--- src/hdl/flash_host_pkg.sv ---
`default_nettype none
package flash_host_pkg;

   // controller register map (byte addresses, one 32-bit word each)
   localparam logic [3:0] REG_CMD    = 4'h0;
   localparam logic [3:0] REG_ADDR   = 4'h4;
   localparam logic [3:0] REG_CTRL   = 4'h8;
   localparam logic [3:0] REG_STATUS = 4'hc;

   // control register fields
   localparam int CTRL_HV_BIT  = 0;
   localparam int CTRL_RST_BIT = 1;
   localparam logic [1:0] CTRL_RESET_VAL = 2'h0;

   // status register fields of the controller
   localparam int ST_BUSY_BIT    = 8;
   localparam int ST_SUSP_BIT    = 9;
   localparam int ST_REFUSED_BIT = 10;
   localparam int ST_UNDEF_BIT   = 11;
   localparam int ST_RDY_PIN_BIT = 12;

   // device status byte fields
   localparam int SR_READY_BIT  = 7;
   localparam int SR_ECL_BIT    = 5;
   localparam int SR_WSL_BIT    = 4;
   localparam int SR_SUPPLY_BIT = 3;
   localparam int SR_SUSP_BIT   = 2;
   localparam int SR_LOCK_BIT   = 1;

   localparam logic [7:0] CMD_CLEAR_STATUS = 8'h50;

   localparam logic [1:0] AXI_OKAY   = 2'h0;
   localparam logic [1:0] AXI_SLVERR = 2'h2;

   // wait after a command write before ready_busy is trusted
   localparam int CLK_PERIOD_NS = 100;
   localparam int SETTLE_NS     = 300;
   localparam logic [3:0] SETTLE_CYC = 4'((SETTLE_NS + CLK_PERIOD_NS - 1) / CLK_PERIOD_NS);

   typedef enum logic [2:0] {
      OP_READ_ARRAY   = 3'b000,
      OP_READ_STATUS  = 3'b001,
      OP_CLEAR_STATUS = 3'b010,
      OP_SUSPEND      = 3'b011,
      OP_RESUME       = 3'b100,
      OP_SET_BLOCK    = 3'b101,
      OP_SET_MASTER   = 3'b110,
      OP_CLEAR_LOCKS  = 3'b111
   } op_t;

   typedef enum logic [2:0] {
      S_IDLE   = 3'b000,
      S_CMD1   = 3'b001,
      S_CMD2   = 3'b010,
      S_SETTLE = 3'b011,
      S_POLL   = 3'b100,
      S_READ   = 3'b101,
      S_CLEAR  = 3'b110
   } state_t;

   typedef struct packed {
      logic [19:0] addr;
      logic [7:0]  dq_out;
      logic        dq_oe;
      logic        ce_n;
      logic        we_n;
      logic        oe_n;
      logic        rp_n;
      logic        rp_hv;
   } flash_out_t;

endpackage
`default_nettype wire

--- src/hdl/flash_lock_host.sv ---
`timescale 1ns/100ps
`default_nettype none
module flash_lock_host
#(
   // command codes: arbitrary defaults, set to the part's values
   parameter logic [7:0] CODE_READ_ARRAY    = 8'h11,
   parameter logic [7:0] CODE_READ_STATUS   = 8'h12,
   parameter logic [7:0] CODE_SUSPEND       = 8'h13,
   parameter logic [7:0] CODE_RESUME        = 8'h14,
   parameter logic [7:0] CODE_LOCK_SETUP    = 8'h15,
   parameter logic [7:0] CODE_BLOCK_CONFIRM = 8'h16,
   parameter logic [7:0] CODE_MASTER_CONF   = 8'h17,
   parameter logic [7:0] CODE_CLEAR_CONFIRM = 8'h18
)
(
   input  wire logic                      clk,
   input  wire logic                      reset,
   input  wire logic [31:0]               awaddr,
   input  wire logic                      awvalid,
   output logic                           awready,
   input  wire logic [31:0]               wdata,
   input  wire logic [3:0]                wstrb,
   input  wire logic                      wvalid,
   output logic                           wready,
   output logic [1:0]                     bresp,
   output logic                           bvalid,
   input  wire logic                      bready,
   input  wire logic [31:0]               araddr,
   input  wire logic                      arvalid,
   output logic                           arready,
   output logic [31:0]                    rdata,
   output logic [1:0]                     rresp,
   output logic                           rvalid,
   input  wire logic                      rready,
   output var flash_host_pkg::flash_out_t flash_o,
   input  wire logic [7:0]                dq_in,
   input  wire logic                      ready_busy
);
   flash_host_pkg::state_t     state_r, state_nxt;
   flash_host_pkg::op_t        op_r, op_nxt;
   flash_host_pkg::flash_out_t fo_r, fo_nxt;
   logic [1:0]  ph_r, ph_nxt;
   logic [3:0]  cnt_r, cnt_nxt;
   logic [19:0] addr_r, addr_nxt;
   logic [1:0]  ctrl_r, ctrl_nxt, ctrl_lat_r, ctrl_lat_nxt;
   logic [7:0]  stat_r, stat_nxt;
   logic        susp_r, susp_nxt, refused_r, refused_nxt, undef_r, undef_nxt;
   logic        bvalid_r, bvalid_nxt, rvalid_r, rvalid_nxt;
   logic [1:0]  bresp_r, bresp_nxt, rresp_r, rresp_nxt;
   logic [31:0] rdata_r, rdata_nxt;
   logic        wr_fire, rd_fire, allowed, abort, lock_op, err_seen, err_kept, two_cycle, waits;
   logic [7:0]  code1, code2, code_now;
   flash_host_pkg::op_t req_op;

   assign awready = awvalid & wvalid & ~bvalid_r;
   assign wready  = awvalid & wvalid & ~bvalid_r;
   assign arready = ~rvalid_r;
   assign wr_fire = awvalid & wvalid & ~bvalid_r;
   assign rd_fire = arvalid & ~rvalid_r;
   assign bvalid  = bvalid_r;
   assign bresp   = bresp_r;
   assign rvalid  = rvalid_r;
   assign rresp   = rresp_r;
   assign rdata   = rdata_r;
   assign flash_o = fo_r;
   assign req_op  = flash_host_pkg::op_t'(wdata[2:0]);

   // a reset or override change under way would abort the device operation
   assign abort   = (state_r != flash_host_pkg::S_IDLE) && (ctrl_r != ctrl_lat_r);
   assign lock_op = (op_r == flash_host_pkg::OP_SET_BLOCK) || (op_r == flash_host_pkg::OP_SET_MASTER)
                    || (op_r == flash_host_pkg::OP_CLEAR_LOCKS);
   assign err_seen = dq_in[flash_host_pkg::SR_ECL_BIT] | dq_in[flash_host_pkg::SR_WSL_BIT]
                     | dq_in[flash_host_pkg::SR_SUPPLY_BIT] | dq_in[flash_host_pkg::SR_LOCK_BIT];
   // the pins are released in the last read phase, so the decision uses the latched byte
   assign err_kept = stat_r[flash_host_pkg::SR_ECL_BIT] | stat_r[flash_host_pkg::SR_WSL_BIT]
                     | stat_r[flash_host_pkg::SR_SUPPLY_BIT] | stat_r[flash_host_pkg::SR_LOCK_BIT];

   always_comb
   begin
      allowed = (state_r == flash_host_pkg::S_IDLE) && !ctrl_r[flash_host_pkg::CTRL_RST_BIT];
      if (susp_r && !(req_op == flash_host_pkg::OP_READ_ARRAY || req_op == flash_host_pkg::OP_READ_STATUS
                      || req_op == flash_host_pkg::OP_RESUME))
      begin
         allowed = 1'b0;
      end
   end

   // command codes of the operation that is running or about to run
   always_comb
   begin
      code1     = CODE_READ_ARRAY;
      code2     = CODE_READ_ARRAY;
      two_cycle = 1'b0;
      waits     = 1'b0;
      case (op_nxt)
         flash_host_pkg::OP_READ_STATUS:  code1 = CODE_READ_STATUS;
         flash_host_pkg::OP_CLEAR_STATUS: code1 = flash_host_pkg::CMD_CLEAR_STATUS;
         flash_host_pkg::OP_SUSPEND:
         begin
            code1 = CODE_SUSPEND;
            waits = 1'b1;
         end
         flash_host_pkg::OP_RESUME:       code1 = CODE_RESUME;
         flash_host_pkg::OP_SET_BLOCK:
         begin
            code1     = CODE_LOCK_SETUP;
            code2     = CODE_BLOCK_CONFIRM;
            two_cycle = 1'b1;
            waits     = 1'b1;
         end
         flash_host_pkg::OP_SET_MASTER:
         begin
            code1     = CODE_LOCK_SETUP;
            code2     = CODE_MASTER_CONF;
            two_cycle = 1'b1;
            waits     = 1'b1;
         end
         flash_host_pkg::OP_CLEAR_LOCKS:
         begin
            code1     = CODE_LOCK_SETUP;
            code2     = CODE_CLEAR_CONFIRM;
            two_cycle = 1'b1;
            waits     = 1'b1;
         end
         default:                         code1 = CODE_READ_ARRAY;
      endcase
   end

   // sequencer and register file
   always_comb
   begin
      state_nxt    = state_r;
      op_nxt       = op_r;
      ph_nxt       = ph_r;
      cnt_nxt      = cnt_r;
      addr_nxt     = addr_r;
      ctrl_nxt     = ctrl_r;
      ctrl_lat_nxt = ctrl_lat_r;
      stat_nxt     = stat_r;
      susp_nxt     = susp_r;
      refused_nxt  = refused_r;
      undef_nxt    = undef_r;
      bvalid_nxt   = bvalid_r & ~bready;
      bresp_nxt    = bresp_r;
      if (wr_fire)
      begin
         bvalid_nxt = 1'b1;
         bresp_nxt  = flash_host_pkg::AXI_OKAY;
         if (awaddr[31:4] != 28'h0000000)
         begin
            bresp_nxt = flash_host_pkg::AXI_SLVERR;
         end
         else if (awaddr[3:0] == flash_host_pkg::REG_CMD)
         begin
            if (allowed && wstrb[0])
            begin
               op_nxt       = req_op;
               state_nxt    = flash_host_pkg::S_CMD1;
               ph_nxt       = 2'h0;
               ctrl_lat_nxt = ctrl_r;
               refused_nxt  = 1'b0;
            end
            else
            begin
               refused_nxt = 1'b1;
               bresp_nxt   = flash_host_pkg::AXI_SLVERR;
            end
         end
         else if (awaddr[3:0] == flash_host_pkg::REG_ADDR)
         begin
            for (int i = 0; i < 2; i++)
            begin
               if (wstrb[i])
               begin
                  addr_nxt[i*8 +: 8] = wdata[i*8 +: 8];
               end
            end
            addr_nxt[19:16] = wstrb[2] ? wdata[19:16] : addr_r[19:16];
         end
         else if (awaddr[3:0] == flash_host_pkg::REG_CTRL)
         begin
            if (wstrb[0])
            begin
               ctrl_nxt = wdata[1:0];
            end
         end
         else if (awaddr[3:0] != flash_host_pkg::REG_STATUS)
         begin
            bresp_nxt = flash_host_pkg::AXI_SLVERR;
         end
      end
      if (state_r != flash_host_pkg::S_IDLE)
      begin
         ph_nxt = ph_r + 2'h1;
      end
      case (state_r)
         // command acceptance above picks the next state
         flash_host_pkg::S_IDLE:
            cnt_nxt = 4'h0;
         flash_host_pkg::S_CMD1:
            if (ph_r == 2'h3)
            begin
               if (two_cycle)
               begin
                  state_nxt = flash_host_pkg::S_CMD2;
               end
               else if (waits)
               begin
                  state_nxt = flash_host_pkg::S_SETTLE;
                  cnt_nxt   = 4'h0;
               end
               else if (op_r == flash_host_pkg::OP_READ_STATUS)
               begin
                  state_nxt = flash_host_pkg::S_READ;
               end
               else
               begin
                  state_nxt = flash_host_pkg::S_IDLE;
                  if (op_r == flash_host_pkg::OP_RESUME)
                  begin
                     susp_nxt = 1'b0;
                  end
               end
            end
         flash_host_pkg::S_CMD2:
            if (ph_r == 2'h3)
            begin
               state_nxt = flash_host_pkg::S_SETTLE;
               cnt_nxt   = 4'h0;
            end
         flash_host_pkg::S_SETTLE:
         begin
            ph_nxt  = 2'h0;
            cnt_nxt = cnt_r + 4'h1;
            if (cnt_r == flash_host_pkg::SETTLE_CYC)
            begin
               state_nxt = flash_host_pkg::S_POLL;
            end
         end
         flash_host_pkg::S_POLL:
         begin
            ph_nxt = 2'h0;
            if (ready_busy)
            begin
               state_nxt = flash_host_pkg::S_READ;
            end
         end
         flash_host_pkg::S_READ:
            if (ph_r == 2'h2)
            begin
               stat_nxt = dq_in;
               if (op_r == flash_host_pkg::OP_SUSPEND)
               begin
                  susp_nxt = dq_in[flash_host_pkg::SR_SUSP_BIT] & dq_in[flash_host_pkg::SR_READY_BIT];
               end
               if (op_r == flash_host_pkg::OP_CLEAR_LOCKS)
               begin
                  undef_nxt = undef_r & err_seen;
               end
            end
            else if (ph_r == 2'h3)
            begin
               // errors are kept in stat_r for software; after a lock operation they are then cleared in the part
               state_nxt = (lock_op && err_kept) ? flash_host_pkg::S_CLEAR : flash_host_pkg::S_IDLE;
            end
         flash_host_pkg::S_CLEAR:
            if (ph_r == 2'h3)
            begin
               state_nxt = flash_host_pkg::S_IDLE;
            end
         default:
            state_nxt = flash_host_pkg::S_IDLE;
      endcase
      if (abort)
      begin
         state_nxt = flash_host_pkg::S_IDLE;
         ph_nxt    = 2'h0;
         if (op_r == flash_host_pkg::OP_CLEAR_LOCKS)
         begin
            undef_nxt = 1'b1;
         end
      end
      code_now = (state_nxt == flash_host_pkg::S_CMD2) ? code2 : code1;
      if (state_nxt == flash_host_pkg::S_CLEAR)
      begin
         code_now = flash_host_pkg::CMD_CLEAR_STATUS;
      end
      fo_nxt        = '{addr: addr_nxt, dq_out: code_now, dq_oe: 1'b0, ce_n: 1'b1, we_n: 1'b1, oe_n: 1'b1,
                        rp_n: ~ctrl_nxt[flash_host_pkg::CTRL_RST_BIT], rp_hv: ctrl_nxt[flash_host_pkg::CTRL_HV_BIT]};
      if (state_nxt == flash_host_pkg::S_CMD1 || state_nxt == flash_host_pkg::S_CMD2
          || state_nxt == flash_host_pkg::S_CLEAR)
      begin
         fo_nxt.ce_n  = 1'b0;
         fo_nxt.dq_oe = 1'b1;
         fo_nxt.we_n  = !(ph_nxt == 2'h1 || ph_nxt == 2'h2);
      end
      else if (state_nxt == flash_host_pkg::S_READ)
      begin
         fo_nxt.ce_n = 1'b0;
         fo_nxt.oe_n = !(ph_nxt == 2'h1 || ph_nxt == 2'h2);
      end
   end

   // read side of the register slave
   always_comb
   begin
      rvalid_nxt = rvalid_r & ~rready;
      rresp_nxt  = rresp_r;
      rdata_nxt  = rdata_r;
      if (rd_fire)
      begin
         rvalid_nxt = 1'b1;
         rresp_nxt  = flash_host_pkg::AXI_OKAY;
         rdata_nxt  = 32'h00000000;
         if (araddr[31:4] != 28'h0000000)
         begin
            rresp_nxt = flash_host_pkg::AXI_SLVERR;
         end
         else if (araddr[3:0] == flash_host_pkg::REG_CMD)
         begin
            rdata_nxt[2:0] = op_r;
         end
         else if (araddr[3:0] == flash_host_pkg::REG_ADDR)
         begin
            rdata_nxt[19:0] = addr_r;
         end
         else if (araddr[3:0] == flash_host_pkg::REG_CTRL)
         begin
            rdata_nxt[1:0] = ctrl_r;
         end
         else if (araddr[3:0] == flash_host_pkg::REG_STATUS)
         begin
            rdata_nxt[7:0] = stat_r;
            rdata_nxt[flash_host_pkg::ST_BUSY_BIT]    = (state_r != flash_host_pkg::S_IDLE);
            rdata_nxt[flash_host_pkg::ST_SUSP_BIT]    = susp_r;
            rdata_nxt[flash_host_pkg::ST_REFUSED_BIT] = refused_r;
            rdata_nxt[flash_host_pkg::ST_UNDEF_BIT]   = undef_r;
            rdata_nxt[flash_host_pkg::ST_RDY_PIN_BIT] = ready_busy;
         end
         else
         begin
            rresp_nxt = flash_host_pkg::AXI_SLVERR;
         end
      end
   end

   always_ff @(posedge clk or posedge reset)
   begin
      if (reset)
      begin
         state_r    <= flash_host_pkg::S_IDLE;
         op_r       <= flash_host_pkg::OP_READ_ARRAY;
         ph_r       <= 2'h0;
         cnt_r      <= 4'h0;
         addr_r     <= 20'h00000;
         ctrl_r     <= flash_host_pkg::CTRL_RESET_VAL;
         ctrl_lat_r <= flash_host_pkg::CTRL_RESET_VAL;
         stat_r     <= 8'h00;
         susp_r     <= 1'b0;
         refused_r  <= 1'b0;
         undef_r    <= 1'b0;
         bvalid_r   <= 1'b0;
         bresp_r    <= 2'h0;
         rvalid_r   <= 1'b0;
         rresp_r    <= 2'h0;
         rdata_r    <= 32'h00000000;
         fo_r       <= '{addr: 20'h00000, dq_out: 8'h00, dq_oe: 1'b0, ce_n: 1'b1, we_n: 1'b1,
                         oe_n: 1'b1, rp_n: 1'b1, rp_hv: 1'b0};
      end
      else
      begin
         state_r    <= state_nxt;
         op_r       <= op_nxt;
         ph_r       <= ph_nxt;
         cnt_r      <= cnt_nxt;
         addr_r     <= addr_nxt;
         ctrl_r     <= ctrl_nxt;
         ctrl_lat_r <= ctrl_lat_nxt;
         stat_r     <= stat_nxt;
         susp_r     <= susp_nxt;
         refused_r  <= refused_nxt;
         undef_r    <= undef_nxt;
         bvalid_r   <= bvalid_nxt;
         bresp_r    <= bresp_nxt;
         rvalid_r   <= rvalid_nxt;
         rresp_r    <= rresp_nxt;
         rdata_r    <= rdata_nxt;
         fo_r       <= fo_nxt;
      end
   end
endmodule
`default_nettype wire

--- config.mk ---
export PLATFORM = sky130hd
export DESIGN_NAME = flash_lock_host
export DESIGN_NICKNAME = d
export VERILOG_FILES = /design/src/hdl/flash_host_pkg.sv /design/src/hdl/flash_lock_host.sv
export SDC_FILE = /design/constraint.sdc
export NUM_CORES = 1
export LEC_CHECK = 0
export BUFFER_PORTS_ARGS = -buffer_cell sky130_fd_sc_hd__buf_2
export CORE_MARGIN = 2
export CORE_UTILIZATION = 50
export CTS_BUF_LIST = sky130_fd_sc_hd__clkbuf_2
export CTS_CLUSTER_DIAMETER = 200
export CTS_CLUSTER_SIZE = 14
export DETAILED_ROUTE_END_ITERATION = 6
export GPL_TIMING_DRIVEN = 1
export PLACE_DENSITY = 0.95
export SETUP_SLACK_MARGIN = 0.05
export SYNTH_ARGS = -nofsm -noshare
export SYNTH_HDL_FRONTEND = slang
export SYNTH_SLANG_ARGS = --single-unit
--- constraint.sdc ---
create_clock -name clk -period 6.5 [get_ports clk]
set_input_delay 1.3 -clock clk [delete_from_list [all_inputs] [get_ports clk]]
set_output_delay 1.3 -clock clk [all_outputs]
set_load 0.01 [all_outputs]
### After elaboration in Yosys (flattened, before gate mapping)

Cells that the tools add are included.
Widths: inputs -> output; s select.

* bits in latches: 0
* logic and storage cells: 215
* memories kept: 0
* memory bits (read-only): 0
* bits of input ports: 116
* bits in writable memories: 0
* output and inout port bits: 75
* register bits after elaboration: 87

* $add $sub $neg: 2
* muxes and demuxes: 87
* reductions and logical operators: 35
* shifts and indexed selects: 0
* divide/modulo/power cells: 0
* multiply operators: 0
* magnitude comparators: 0
* eq/ne operators: 46
* bitwise gates (word level): 20

Operators by type and width (number)
* $mux 3: 21
* $reduce_bool 28->1: 2
* $mux 2: 25
* $eq 3x3->1 const B: 14
* $pmux 7 s5: 1
* $mux 13: 2
* $mux 1: 24
* $pmux 3 s7: 1
* $mux 20: 1
* $reduce_and 5->1: 4
* $eq 3x2->1 const B: 6
* $ne 2x2->1 const B: 9
* $mux 17: 1
* $mux 4: 4
* $mux 8: 2
* $pmux 4 s4: 1
* $eq 3x1->1 const B: 5
* $eq 4x4->1 const B: 3
* $pmux 4 s3: 1
* $mux 11: 1
* $eq 4x3->1 const B: 2
* $logic_not 4->1: 2
* $reduce_and 8->1: 1
* $and 1x1->1: 7
* 24 further kinds: 50

### Logic depth before layout (Yosys ltp)

* word-level depth: 23
* mapped depth: 9
* depth with buffers taken out: 9

### Least setup slack after synthesis

Ideal clock, no wire load.

* kind: input to register
* start point: input port wvalid
* end point: register cnt_r[3]
* data required time: 6.363 ns
* buffers on the path: 0
* stages: 8
* library setup time: 0.137 ns
* arrival time: 3.747 ns
* slack: 2.616 ns
* cell sequence: and3b_1 > nand4_1 > nor4_4 > mux2i_2 > inv_4 > or4b_1 > a221oi_2 > a31oi_1

* longest elaborated chain between the ends: 8
* elaborated cells between the ends (all ways): 14
* classes of those cells: eq/ne: 6; mux: 3; bitwise: 2; reduce/logical: 3

RTL lines
* from (decl): RTL line flash_lock_host.sv:23 `input wire logic wvalid,`
* $and 1x1->1 (*) (2 in series): RTL line flash_lock_host.sv:58 `assign wr_fire = awvalid & wvalid & ~bvalid_r;`
* $mux 3 (*): RTL line flash_lock_host.sv:145 `if (wr_fire)`
* named net op_nxt[2]: RTL line flash_lock_host.sv:40 `flash_host_pkg::op_t op_r, op_nxt;`
* $eq 3x3->1 / $eq 3x2->1 (equally long branches): RTL line flash_lock_host.sv:95 `case (op_nxt)`
* $reduce_or 4->1 (no source line) / $reduce_or 3->1 (equally long branches)
* $mux 1: RTL line flash_lock_host.sv:95
* $ne 2x2->1 (no source line)
* $reduce_and 5->1 (no source line) (*)
* to (signal assigned): RTL line flash_lock_host.sv:375 `cnt_r <= cnt_nxt;`
* to (decl): RTL line flash_lock_host.sv:43 `logic [3:0] cnt_r, cnt_nxt;`

The timed path passes the listed nets; every way through them passes the cells marked *.
A chain may end at the register's enable or synchronous reset.

### Final worst setup path

* start point: input port awaddr[5]
* end point: register cnt_r[1]

* longest elaborated chain between the ends: 8
* elaborated cells between the ends (all ways): 14
* classes of those cells: eq/ne: 6; mux: 4; reduce/logical: 4

RTL lines
* from (decl): RTL line flash_lock_host.sv:18 `input wire logic [31:0] awaddr,`
* $reduce_bool 28->1 (*): RTL line flash_lock_host.sv:149 `if (awaddr[31:4] != 28'h0000000)`
* $mux 3 (*): RTL line flash_lock_host.sv:149
* $mux 3 (*): RTL line flash_lock_host.sv:145
* named net op_nxt[2]: RTL line flash_lock_host.sv:40
* $eq 3x3->1 / $eq 3x2->1 (equally long branches): RTL line flash_lock_host.sv:95
* $reduce_or 4->1 (no source line) / $reduce_or 3->1 (equally long branches)
* $mux 1: RTL line flash_lock_host.sv:95
* $ne 2x2->1 (no source line)
* $reduce_and 5->1 (no source line) (*)

Marks and branches as above.

==> impl_metrics.py <==
metrics = {
    "global_routing": {
        "antenna_found_initial": 0,
        "grt_usage_pct": 24.8,
        "grt_pass1_wl_um": 17000,
        "grt_pass1_vias": 3482,
        "grt_start_max_net_pins": 83,
        "overflow": 0,
    },
    "clock_tree": {
        "cts.repair.resized": 0,
        "root_buffer": "clkbuf_2",
        "htree_levels": 3,
        "clk_pin_slew_ns": 0.20,
        "numCtsBuffers": 9,
        "cts_tree": "yes",
        "cts_sinks": 82,
        "postCtsSetupBuffers": 0,
        "clk_path_buf_depth": 2,
        "worstSkewPairLatency_ns": 0.54,
        "holdBufCountCts": 0,
    },
    "placed_design": {
        "dpl.hpwl_um": 8730,
        "dpl_cell_area_um2": 4960,
        "port_buffers": 161,
        "dp_slack_ns": 2.31,
        "dp_cells": 635,
        "gp_congestion": 0.834,
    },
    "cells_and_area": {
        "nets": 660,
        "fillers": 676,
        "antenna_cells": 0,
        "syn_to_final_growth_pct": 23.0,
        "design_area_um2": 5090,
        "fin_cells": 651,
        "drive_gt1_share_pct": 41.9,
    },
    "synthesis": {
        "synth-edff-count": 0,
        "yosysMostFrequentCell": "dfrtp_1",
        "async_reset_ff_share_pct": 100,
        "synth_flop_cell": "dfrtp_1",
        "synth_top_area_share_pct": 47.1,
        "synthTopCellsByCount": "dfrtp_1 (78), mux2_2 (32), nand2_1 (30)",
        "ys_ff_latch": 82,
        "syn_area_um2": 4140,
        "yosysWarnings": 0,
        "ys_types": 56,
        "synth.avg_cell_area_um2": 10.7,
        "synth_area_leader_cell": "dfrtp_1",
        "postSynthCellCount": 386,
        "yosysSeqAreaShare_pct": 49.7,
        "synth_area_leaders": "dfrtp_1 (47%), mux2_2 (8.7%), buf_4 (3.3%), nand2_1 (2.7%), nor4_1 (2.7%)",
    },
    "timing": {
        "setup-tns-final_ns": 0,
        "maxSlewViolCount": 0,
        "worst_slack_ns": 2.86,
        "timing.final.crit_share_pct": 56.0,
        "final_hold_viol_count": 0,
        "tightest_slew_ns": 1.24,
        "worst_clock_skew_ns": 0.0418,
        "setup_violations": 0,
        "slew_headroom_pct": 16.3,
        "rsz0062_at_grt": "no",
        "period_needed_ns": 3.64,
        "max_freq_mhz": 275,
    },
    "run_status": {
        "status": "complete, no violations",
    },
    "floorplanning": {
        "rows": 33,
        "core-area_um2": 8130,
        "io_pins": 191,
        "initial_core_util_pct": 50.9,
        "dieArea_um2": 9030,
        "die_w_um": 95.0,
        "die_y_um": 95.0,
    },
    "detailed_routing": {
        "drt_iter0_markers": 253,
        "routed_via_density": 5.66,
        "ant_nets": 0,
        "num_vias": 3684,
        "dr.pass1.iters": 4,
        "wl_per_cell_um": 17.0,
        "drc": 0,
        "finalWirelength_um": 11100,
    },
    "critical_path": {
        "worst-path-buf-inv": 2,
        "crit_chain": "buf_2 -> nor4_1 -> nand4_1 -> nor4_4 -> mux2i_2 -> inv_4 -> or4b_1 -> a221oi_2 -> o21ai_0",
        "start_kind": "input pin",
        "crit_path_end_kind": "register",
        "crit_fanout": 8,
        "max_stage_delay_ns": 0.54,
        "path_class": "in -> reg",
        "arrival_ns": 4.03,
        "path_delay_family": "simple AND/OR/NAND/NOR gates",
        "required_ns": 6.89,
        "slowest_stage": "or4b_1",
    },
    "hold_path": {
        "hold_class": "reg -> reg",
    },
    "pwr": {
        "power_density_nw_per_um2": 177,
        "power.leakage_nw": 2.60,
        "peakVddDrop_v": 0.0000899,
        "finalPower_mw": 0.901,
    },
    "run": {
        "max-cap-violations": 0,
    },
}
## flip-flops by register name, indices dropped and copies added, names as in the netlist
name and count:
refused_r 1, stat_r 8, rdata 20, cnt_r 4
bresp 1, ctrl_lat_r 2, rresp 1, susp_r 1
op_r 3, ctrl_r 2, rvalid 1, ph_r 2
undef_r 1, state_r 3, flash_o 11, bvalid 1
addr_r 20
## final cells by class
class	instances	area (µm²)	area share, %
Inverter	12	48.8	0.958
Tap cell	105	131	2.58
Clock buffer	10	50.0	0.982
Clock inverter	6	88.8	1.74
Multi-Input combinational cell	272	1890	37.1
Sequential cell	82	2060	40.4
Timing Repair Buffer	164	828	16.3
## logic make-up (layout without fill, tap and decap cells)
| logic type | after synthesis | count (layout) | share of synthesized area, % |
|---|---|---|---|
| adders and majority gates | 3 | 3 | 0.906 |
| xor gates and xnor gates | 6 | 6 | 1.27 |
| and+or+nand+nor | 122 | 122 | 16.4 |
| other | 2 | 17 | 0.181 |
| AOI/OAI and AO/OA | 83 | 83 | 13.9 |
| muxes | 41 | 41 | 11.6 |
| buffers and inverters | 47 | 192 | 6.04 |
| DFF | 82 | 82 | 49.7 |
## cell usage in the layout, fill, tap and decap left out, types with 3 or more instances in the layout
| cell type | instances |
|---|---|
| buf_2 | 161 |
| dfrtp_1 | 78 |
| mux2_2 | 32 |
| nand2_1 | 30 |
| nor2_1 | 22 |
| o21ai_0 | 22 |
| nor4_1 | 18 |
| a21oi_1 | 18 |
| conb_1 | 17 |
| a22o_1 | 11 |
| inv_1 | 10 |
| a22oi_1 | 10 |
| clkbuf_2 | 10 |
| nand3_1 | 8 |
| nor2b_1 | 6 |
| nor3b_1 | 6 |
| mux2i_1 | 6 |
| xor2_1 | 5 |
| nand4_1 | 4 |
| nor3_1 | 4 |
| nand2b_1 | 4 |
| dfstp_2 | 4 |
| or3_1 | 3 |
| nand3b_1 | 3 |
| ha_1 | 3 |
| buf_4 | 3 |
## power by group
group          internal (mW)  switching, mW
clock network          0.129          0.177
registers              0.516        0.00326
logic                 0.0321         0.0435
## routing by layer
| metal | global-route usage, % | routed length, µm | up-vias | share of wire (%) |
|---|---|---|---|---|
| li1 | - | - | 1688 | - |
| met1 | 28.6 | 4060 | 1757 | 37 |
| met2 | 45.2 | 5800 | 209 | 52 |
| met3 | 4.43 | 899 | 30 | 8.1 |
| met4 | 10.6 | 313 | 0 | 2.8 |
| met5 | 0 | 0 | - | 0 |
## metrics by stage
step	hold WS (ns)	utilization [%]
6_report	0.506	62.6
2_1_floorplan	0.450	-
3_5_place_dp	0.471	60.9
4_1_cts	0.512	62.6
5_1_grt	0.531	62.6
3_3_place_gp	0.461	60.9
## worst reg2reg max path: cells and delay by family (launching register included)
kind            cells  cell delay [ns]
simple gates        3             1.17
compound gates      3             0.77
flops               1             0.63
buf+inv             1             0.10
mux                 1             0.53
## worst paths after layout
kind | start | to | slack, ns | cells after the start
setup / recovery | awaddr[5] | cnt_r[1] | 2.86 | 9
hold / removal | rdata[12] | rdata[12] | 0.51 | 2
setup reg to reg | state_r[1] | cnt_r[1] | 3.17 | 8
hold reg to reg | rdata[12] | rdata[12] | 0.51 | 2
max in group asynchronous | reset | cnt_r[2] | 4.81 | 3
min in group asynchronous | reset | rdata[15] | 1.04 | 3
Power figures use the tool's default switching activity.
